[src/verilog/gpio_params.svh]
`ifndef GPIO_PARAMS_SVH
`define GPIO_PARAMS_SVH

// Register indices; byte address is four times the index
`define IDX_PORT_A_DATA       10'h005
`define IDX_PORT_B_DATA       10'h006
`define IDX_PORT_C_DATA       10'h007
`define IDX_INTERRUPT_CONTROL 10'h00b
`define IDX_GLOBAL_OPTIONS    10'h081
`define IDX_PORT_A_DIRECTION  10'h085
`define IDX_PORT_B_DIRECTION  10'h086
`define IDX_PORT_C_DIRECTION  10'h087

`define AXI_ADDR_WIDTH        12

// Reset values
`define RST_OPTIONS           8'hff
`define RST_DIR_A             6'h3f
`define RST_DIR_B             8'hff
`define RST_DIR_C             8'hff
`define RST_LATCH_A           6'h00
`define RST_LATCH_B           8'h00
`define RST_LATCH_C           8'h00

// Field positions
`define BIT_PULLUP_DISABLE_N  7
`define BIT_IRQ_EDGE_SELECT   6
`define BIT_PORT_CHANGE_FLAG  0
`define BIT_TIMER0_CLOCK      4
`define BIT_SLAVE_SELECT      5
`define BIT_EXT_IRQ           0

`endif

[src/verilog/gpio_pkg.sv]
package gpio_pkg;
    typedef logic [7:0] byte_t;
    typedef logic [5:0] port_a_t;
    typedef enum logic [1:0] {
        RESP_OKAY   = 2'b00,
        RESP_SLVERR = 2'b10
    } axi_resp_t;
endpackage

[src/verilog/gpio_ports_with_change_irq.sv]
`include "gpio_params.svh"
`timescale 1ns/1ps
`default_nettype none

module gpio_ports_with_change_irq (
    input  wire logic                         core_clk,
    input  wire logic                         reset,
    // AXI4-Lite slave
    input  wire logic [`AXI_ADDR_WIDTH-1:0]   s_axi_awaddr,
    input  wire logic                         s_axi_awvalid,
    output logic                              s_axi_awready,
    input  wire logic [31:0]                  s_axi_wdata,
    input  wire logic [3:0]                   s_axi_wstrb,
    input  wire logic                         s_axi_wvalid,
    output logic                              s_axi_wready,
    output gpio_pkg::axi_resp_t               s_axi_bresp,
    output logic                              s_axi_bvalid,
    input  wire logic                         s_axi_bready,
    input  wire logic [`AXI_ADDR_WIDTH-1:0]   s_axi_araddr,
    input  wire logic                         s_axi_arvalid,
    output logic                              s_axi_arready,
    output logic [31:0]                       s_axi_rdata,
    output gpio_pkg::axi_resp_t               s_axi_rresp,
    output logic                              s_axi_rvalid,
    input  wire logic                         s_axi_rready,
    // Port A pins
    input  wire gpio_pkg::port_a_t            port_a_pin_in,
    output gpio_pkg::port_a_t                 port_a_pin_out,
    output gpio_pkg::port_a_t                 port_a_pin_oe,
    // Port B pins
    input  wire gpio_pkg::byte_t              port_b_pin_in,
    output gpio_pkg::byte_t                   port_b_pin_out,
    output gpio_pkg::byte_t                   port_b_pin_oe,
    output gpio_pkg::byte_t                   port_b_pullup_en,
    // Port C pins and peripheral overrides
    input  wire gpio_pkg::byte_t              port_c_pin_in,
    output gpio_pkg::byte_t                   port_c_pin_out,
    output gpio_pkg::byte_t                   port_c_pin_oe,
    input  wire gpio_pkg::byte_t              periph_enable,
    input  wire gpio_pkg::byte_t              periph_out,
    input  wire gpio_pkg::byte_t              periph_oe,
    output gpio_pkg::byte_t                   port_c_level,
    // Alternate functions and events
    output logic                              timer0_clock_pin,
    output logic                              slave_select_n,
    output logic                              ext_irq_pin,
    output logic                              ext_irq_event,
    output logic                              port_change_flag,
    output logic                              wake_request
);
    import gpio_pkg::*;

    // Two-stage synchronisers; stage one is read by stage two only
    port_a_t   sync1_a;
    port_a_t   sync2_a;
    byte_t     sync1_b;
    byte_t     sync2_b;
    byte_t     sync1_c;
    byte_t     sync2_c;

    always_ff @(posedge core_clk) begin
        sync1_a <= port_a_pin_in;
        sync2_a <= sync1_a;
        sync1_b <= port_b_pin_in;
        sync2_b <= sync1_b;
        sync1_c <= port_c_pin_in;
        sync2_c <= sync1_c;
    end

    // Registers
    port_a_t   latch_a;
    byte_t     latch_b;
    byte_t     latch_c;
    port_a_t   port_a_direction;
    byte_t     port_b_direction;
    byte_t     port_c_direction;
    byte_t     global_options_reg;
    logic      [7:4] change_reference;
    logic      prev_irq_level;
    logic      irq_armed;

    // Bus slave state
    logic      aw_held;
    logic      w_held;
    logic      [`AXI_ADDR_WIDTH-1:0] aw_addr;
    logic      [31:0] w_data;
    logic      [3:0]  w_strb;

    function automatic logic [9:0] reg_index(input logic [`AXI_ADDR_WIDTH-1:0] addr);
        reg_index = addr[`AXI_ADDR_WIDTH-1:2];
    endfunction

    function automatic logic is_mapped(input logic [9:0] idx);
        is_mapped = (idx == `IDX_PORT_A_DATA) || (idx == `IDX_PORT_B_DATA) ||
                    (idx == `IDX_PORT_C_DATA) || (idx == `IDX_INTERRUPT_CONTROL) ||
                    (idx == `IDX_GLOBAL_OPTIONS) || (idx == `IDX_PORT_A_DIRECTION) ||
                    (idx == `IDX_PORT_B_DIRECTION) || (idx == `IDX_PORT_C_DIRECTION);
    endfunction

    // Write side decode
    wire       write_fire = aw_held && w_held && !s_axi_bvalid;
    wire [9:0] wr_idx     = reg_index(aw_addr);
    wire       wr_lane0   = write_fire && w_strb[0];
    wire       wr_pa      = wr_lane0 && (wr_idx == `IDX_PORT_A_DATA);
    wire       wr_pb      = wr_lane0 && (wr_idx == `IDX_PORT_B_DATA);
    wire       wr_pc      = wr_lane0 && (wr_idx == `IDX_PORT_C_DATA);
    wire       wr_icr     = wr_lane0 && (wr_idx == `IDX_INTERRUPT_CONTROL);
    wire       wr_opt     = wr_lane0 && (wr_idx == `IDX_GLOBAL_OPTIONS);
    wire       wr_da      = wr_lane0 && (wr_idx == `IDX_PORT_A_DIRECTION);
    wire       wr_db      = wr_lane0 && (wr_idx == `IDX_PORT_B_DIRECTION);
    wire       wr_dc      = wr_lane0 && (wr_idx == `IDX_PORT_C_DIRECTION);

    // Read side decode
    wire       read_fire  = s_axi_arvalid && s_axi_arready;
    wire [9:0] rd_idx     = reg_index(s_axi_araddr);
    wire       rd_pb      = read_fire && (rd_idx == `IDX_PORT_B_DATA);

    // Data reads see the pins, not the latch
    byte_t     read_value;
    always_comb begin
        read_value = 8'h00;
        case (rd_idx)
            `IDX_PORT_A_DATA:       read_value = {2'b00, sync2_a};
            `IDX_PORT_B_DATA:       read_value = sync2_b;
            `IDX_PORT_C_DATA:       read_value = sync2_c;
            `IDX_INTERRUPT_CONTROL: read_value = {7'h00, port_change_flag};
            `IDX_GLOBAL_OPTIONS:    read_value = global_options_reg;
            `IDX_PORT_A_DIRECTION:  read_value = {2'b00, port_a_direction};
            `IDX_PORT_B_DIRECTION:  read_value = port_b_direction;
            `IDX_PORT_C_DIRECTION:  read_value = port_c_direction;
            default:                read_value = 8'h00;
        endcase
    end

    // Change detection on the upper port B pins
    wire [7:4] watch_inputs  = port_b_direction[7:4];
    wire [7:4] pin_mismatch  = (sync2_b[7:4] ^ change_reference) & watch_inputs;
    wire       any_mismatch  = |pin_mismatch;
    wire       next_flag     = any_mismatch ? 1'b1 :
                               (wr_icr ? w_data[`BIT_PORT_CHANGE_FLAG] : port_change_flag);

    // Pull-ups: active-low global enable, forced off on outputs
    wire       pullups_on     = !global_options_reg[`BIT_PULLUP_DISABLE_N];
    wire byte_t next_pullup   = {8{pullups_on}} & port_b_direction;

    // External interrupt edge, polarity from the options register
    wire       irq_level      = sync2_b[`BIT_EXT_IRQ];
    wire       irq_rise       = irq_level && !prev_irq_level;
    wire       irq_fall       = !irq_level && prev_irq_level;
    // The first level after reset only loads the detector, so a floating pin gives no false edge
    wire       next_irq_event = irq_armed &&
                                (global_options_reg[`BIT_IRQ_EDGE_SELECT] ? irq_rise : irq_fall);

    // Port C pin selection; peripheral wins while enabled
    wire byte_t next_c_oe     = (periph_enable & periph_oe) |
                                (~periph_enable & ~port_c_direction);
    wire byte_t next_c_out    = (periph_enable & periph_out) |
                                (~periph_enable & latch_c);

    // Port A: pin 4 only ever pulls low
    port_a_t   next_a_oe;
    port_a_t   next_a_out;
    always_comb begin
        next_a_oe  = ~port_a_direction;
        next_a_out = latch_a;
        next_a_oe[`BIT_TIMER0_CLOCK]  = !port_a_direction[`BIT_TIMER0_CLOCK] &&
                                        !latch_a[`BIT_TIMER0_CLOCK];
        next_a_out[`BIT_TIMER0_CLOCK] = 1'b0;
    end

    // Data latches hold across bus activity; reset clears them for a defined start
    always_ff @(posedge core_clk) begin
        if (reset) begin
            latch_a <= `RST_LATCH_A;
            latch_b <= `RST_LATCH_B;
            latch_c <= `RST_LATCH_C;
        end else begin
            if (wr_pa) begin
                latch_a <= w_data[5:0];
            end
            if (wr_pb) begin
                latch_b <= w_data[7:0];
            end
            if (wr_pc) begin
                latch_c <= w_data[7:0];
            end
        end
    end

    always_ff @(posedge core_clk) begin
        if (reset) begin
            port_a_direction   <= `RST_DIR_A;
            port_b_direction   <= `RST_DIR_B;
            port_c_direction   <= `RST_DIR_C;
            global_options_reg <= `RST_OPTIONS;
        end else begin
            if (wr_da) begin
                port_a_direction <= w_data[5:0];
            end
            if (wr_db) begin
                port_b_direction <= w_data[7:0];
            end
            if (wr_dc) begin
                port_c_direction <= w_data[7:0];
            end
            if (wr_opt) begin
                global_options_reg <= w_data[7:0];
            end
        end
    end

    // A port B data read, or a port B data write with lane 0 enabled, reloads the reference, ending a mismatch
    always_ff @(posedge core_clk) begin
        if (reset) begin
            change_reference <= 4'h0;
            port_change_flag <= 1'b0;
            wake_request     <= 1'b0;
            prev_irq_level   <= 1'b0;
            irq_armed        <= 1'b0;
            ext_irq_event    <= 1'b0;
        end else begin
            if (rd_pb || wr_pb) begin
                change_reference <= sync2_b[7:4];
            end
            port_change_flag <= next_flag;
            wake_request     <= next_flag;
            prev_irq_level   <= irq_level;
            irq_armed        <= 1'b1;
            ext_irq_event    <= next_irq_event;
        end
    end

    // Registered pin drivers
    always_ff @(posedge core_clk) begin
        if (reset) begin
            port_a_pin_oe    <= 6'h00;
            port_a_pin_out   <= 6'h00;
            port_b_pin_oe    <= 8'h00;
            port_b_pin_out   <= 8'h00;
            port_b_pullup_en <= 8'h00;
            port_c_pin_oe    <= 8'h00;
            port_c_pin_out   <= 8'h00;
        end else begin
            port_a_pin_oe    <= next_a_oe;
            port_a_pin_out   <= next_a_out;
            port_b_pin_oe    <= ~port_b_direction;
            port_b_pin_out   <= latch_b;
            port_b_pullup_en <= next_pullup;
            port_c_pin_oe    <= next_c_oe;
            port_c_pin_out   <= next_c_out;
        end
    end

    // Alternate input functions, all from synchronised levels
    always_ff @(posedge core_clk) begin
        if (reset) begin
            timer0_clock_pin <= 1'b0;
            slave_select_n   <= 1'b1;
            ext_irq_pin      <= 1'b0;
            port_c_level     <= 8'h00;
        end else begin
            timer0_clock_pin <= sync2_a[`BIT_TIMER0_CLOCK];
            slave_select_n   <= sync2_a[`BIT_SLAVE_SELECT];
            ext_irq_pin      <= irq_level;
            port_c_level     <= sync2_c;
        end
    end

    // AXI4-Lite write channels, taken in either order
    always_ff @(posedge core_clk) begin
        if (reset) begin
            aw_held       <= 1'b0;
            w_held        <= 1'b0;
            aw_addr       <= '0;
            w_data        <= 32'h0000_0000;
            w_strb        <= 4'h0;
            s_axi_awready <= 1'b0;
            s_axi_wready  <= 1'b0;
            s_axi_bvalid  <= 1'b0;
            s_axi_bresp   <= RESP_OKAY;
        end else begin
            s_axi_awready <= !aw_held && !(s_axi_awvalid && s_axi_awready) &&
                             !(s_axi_bvalid && !s_axi_bready);
            s_axi_wready  <= !w_held && !(s_axi_wvalid && s_axi_wready);
            if (s_axi_awvalid && s_axi_awready) begin
                aw_held <= 1'b1;
                aw_addr <= s_axi_awaddr;
            end
            if (s_axi_wvalid && s_axi_wready) begin
                w_held <= 1'b1;
                w_data <= s_axi_wdata;
                w_strb <= s_axi_wstrb;
            end
            if (write_fire) begin
                aw_held      <= 1'b0;
                w_held       <= 1'b0;
                s_axi_bvalid <= 1'b1;
                s_axi_bresp  <= is_mapped(wr_idx) ? RESP_OKAY : RESP_SLVERR;
            end else if (s_axi_bvalid && s_axi_bready) begin
                s_axi_bvalid <= 1'b0;
            end
        end
    end

    // AXI4-Lite read channel; pins sampled at the address handshake
    always_ff @(posedge core_clk) begin
        if (reset) begin
            s_axi_arready <= 1'b0;
            s_axi_rvalid  <= 1'b0;
            s_axi_rdata   <= 32'h0000_0000;
            s_axi_rresp   <= RESP_OKAY;
        end else begin
            s_axi_arready <= !s_axi_rvalid && !read_fire;
            if (read_fire) begin
                s_axi_rvalid <= 1'b1;
                s_axi_rdata  <= {24'h000000, read_value};
                s_axi_rresp  <= is_mapped(rd_idx) ? RESP_OKAY : RESP_SLVERR;
            end else if (s_axi_rvalid && s_axi_rready) begin
                s_axi_rvalid <= 1'b0;
            end
        end
    end

    // Polling port B reloads the reference and can hide a change
    // Port C direction reads return the stored bits, not the override

endmodule

`default_nettype wire

[config.mk]
export PLATFORM = sky130hd
export DESIGN_NAME = gpio_ports_with_change_irq
export DESIGN_NICKNAME = d
export VERILOG_FILES = /design/src/verilog/gpio_pkg.sv /design/src/verilog/gpio_ports_with_change_irq.sv
export VERILOG_INCLUDE_DIRS = /design/src /design/src/verilog
export SDC_FILE = /design/constraint.sdc
export NUM_CORES = 1
export LEC_CHECK = 0
export BUFFER_PORTS_ARGS = -buffer_cell sky130_fd_sc_hd__buf_2
export CAP_MARGIN = 25
export CORE_UTILIZATION = 25
export CTS_BUF_LIST = sky130_fd_sc_hd__clkbuf_4
export CTS_CLUSTER_DIAMETER = 80
export DETAILED_ROUTE_END_ITERATION = 12
export MAX_ROUTING_LAYER = met4
export PLACE_DENSITY_LB_ADDON = 0.25
export SLEW_MARGIN = 5
export SYNTH_ARGS = -nofsm -noshare
export SYNTH_HDL_FRONTEND = slang
export SYNTH_SLANG_ARGS = --single-unit
export TNS_END_PERCENT = 100
[constraint.sdc]
create_clock -name core_clk -period 3.1 [get_ports core_clk]
set_clock_uncertainty 0.1 [all_clocks]
set_input_delay 0.465 -clock core_clk [delete_from_list [all_inputs] [get_ports core_clk]]
set_output_delay 0.465 -clock core_clk [all_outputs]
set_load 0.005 [all_outputs]
==> qor.yml <==
die_w_um: 170
syn-instance-count: 677
synth-main-ff-cell: "dfxtp_1"
synth_area_per_cell_sq_um: 10.4
min_delay_path_depth: 3
ys_warn_count: 0
antenna_found_initial: 1
drt-pass1-iter-count: 7
setup_viol: 0
tightest_slew_ns: 0.795
clk_latency_ns: 0.66
die_area_sq_um: 28900
cts_tree: "built"
gp_congestion: 0.828
hold_end: "s_axi_arready"
synthTopCellsByArea: "dfxtp_1 (57%), mux2i_1 (11%), nand2_1 (4.7%)"
clk_pin_slew_ns: 0.07
min_from: "s_axi_arvalid"
cts_made_buffers: 55
grt_pass1_wl_mm: 29.6
grt_max_degree: 76
reg2reg_depth: 5
rsz0062_at_grt: "false"
rr_endpoint: "latch_a[3]"
ys_seq_area_share_pct: 57.1
dr.first_iter.drc_count: 208
vias: 5603
wire_per_inst_um: 14.3
std_cell_rows: 61
status: "completed"
nNetsFinal: 1059
yosysTopAreaCell: "dfxtp_1"
fill_cells: 2947
gr-usage-all-layers_pct: 13.9
grt_pass1_vias: 5350
rr_startpoint: "aw_addr[2]"
hold_viol_final: 0
drive_above_1_share_pct: 27.5
core_area_sq_um: 27800
hold_buffers: 75
largest_reg_flops: 10
wl_met1_mm: 8.80
ys_seq_elements: 201
regArea_sq_um: 4020
synth_top_area_share_pct: 57.1
maxCapViolations: 0
drcViolationCount: 0
initial_core_util_pct: 25.4
ir_drop_mv: 0.212
clock_sinks: 201
cts_resized: 0
rrSetupSlack_ns: 0.63
path_max_fanout: 7
critPathRequiredTime_ns: 3.51
leakage_nw: 4.30
period_share_pct: 79.8
p_per_area_nw_per_um2: 567
min_period_ns: 2.47
multiInputGateArea_sq_um: 2690
ant_nets: 0
wl_met3_mm: 1.05
arrival_ns: 2.88
die_y_um: 170
end_kind: "flop"
h-tree-depth: 2
area_growth_pct: 35.4
yosysUniqueCellTypes: 57
dp_slack_ns: 0.651
ioPinCount: 220
wl_met2_mm: 9.21
timing.slew.headroom_pct: 46.6
async_flop_share_pct: 0
setup_tns_ns: 0
cp-start-kind: "flop"
routed.top_layer: "met4"
synth_area_sq_um: 7050
post_cts_buffers: 0
avgViaCountPerCell: 4.10
dp_hpwl_mm: 13.4
cts_buffer_depth: 3
setup_slack_ns: 0.627
io_buffers: 161
critPathKind: "reg -> reg"
synth_edf_count: 0
totalWireLength_mm: 19.5
maxSlewViolCount: 0
fmax_mhz: 404
clockRootBuffer: "clkbuf_4"
hold_path_class: "in -> reg"
top_register: "aw_addr"
grt-ovfl-total: 0
[cell usage after synthesis (3+ instances only)]
library cell	instances
dfxtp_1	201
nand2_1	88
nor2_1	77
mux2i_1	74
a21oi_1	35
buf_4	28
nor2b_1	28
clkbuf_1	17
and2_1	11
nand3_1	9
o21ai_0	9
a22o_1	7
a31oi_1	5
clkdlybuf4s50_2	5
nor3_1	5
nand2b_1	4
nand3b_1	4
nor4_1	4
o2bb2ai_1	4
xor2_1	4
a22oi_1	3
a2bb2oi_1	3
and3b_1	3
buf_6	3
clkbuf_8	3
mux2_2	3
nor4bb_1	3
[where the power goes]
| part | leakage (nW) | switching [mW] | internal, mW |
|---|---|---|---|
| clock network | 0.429 | 1.10 | 1.27 |
| logic | 2.22 | 0.160 | 0.178 |
| registers | 1.65 | 0.0537 | 2.65 |
[area by class of cell]
class                      instances  share of cell area (%)
sequential                       201                    42.1
multi-input combinational        440                    28.2
timing repair buffer             244                    17.1
clock buffer                      79                    6.21
tap                              378                    4.95
clock inverter                    20                    1.26
inverter                           4                   0.157
antenna                            1                  0.0262
[stage by stage]
stage / util, % / power, mW / instances / instance area (sq um) / hold slack [ns]
4_1_cts: 34.4 / 5.53 / 1366 / 9550 / 0.00462
3_3_place_gp: 29.1 / 3.03 / 1192 / 8080 / 0.211
2_1_floorplan: - / 2.92 / 703 / 7150 / 0.210
3_5_place_dp: 29.1 / 3.03 / 1192 / 8080 / 0.212
6_report: 34.4 / 5.41 / 1367 / 9550 / 0.0650
5_1_grt: 34.4 / 5.72 / 1367 / 9550 / 0.0384
[cell usage in the layout (no fill, tap or decap), types with 3 or more instances in the layout]
cell type and n:
nor2_1 77, o2bb2ai_1 4, clkbuf_4 79, and3b_1 3, a21oi_1 35, dfxtp_1 201, nor4_1 4, nor2b_1 28
xor2_1 4, nand3_1 9, a2bb2oi_1 3, clkinv_1 12, o21ai_0 9, mux2i_1 74, nor4bb_1 3, conb_1 27
and2_1 11, buf_2 160, a22o_1 7, dlygate4sd3_1 75, a31oi_1 5, nand3b_1 4, nand2_1 88, nor3_1 5
mux2_2 3, clkinv_2 7, nand2b_1 4, buf_4 8, a22oi_1 3
[critical path: stages (launching register included)]
cell	delay (ns)
dfxtp_1	0.48
or3b_1	0.40
or3_4	0.39
nor4_4	0.63
mux2i_1	0.25
nor2_1	0.05
[cell families after synthesis]
group	share of synthesized area (%)
DFF	57.1
xor gates and xnor gates	0.497
and+or+nand+nor	18.4
AOI/OAI and AO/OA	6.53
muxes	11.3
buffers and inverters	6.16
other	0.0532
[layer usage]
layer / global-route usage, % / vias up
met2: 22.0 / 186
met5: - / -
met1: 17.1 / 2558
met3: 3.30 / 45
li1: - / 2814
met4: 5.09 / 0
[how the worst max path moves through the flow]
| stage | start | end |
|---|---|---|
| floorplan | aw_addr[6] | change_reference[4] |
| global placement | s_axi_araddr[7] | change_reference[7] |
| detailed placement | s_axi_araddr[7] | change_reference[7] |
| CTS | aw_addr[2] | latch_a[3] |
| global route | aw_addr[2] | latch_a[5] |
| finish | aw_addr[2] | latch_a[3] |
No activity file was read; power rests on OpenSTA's default activity.
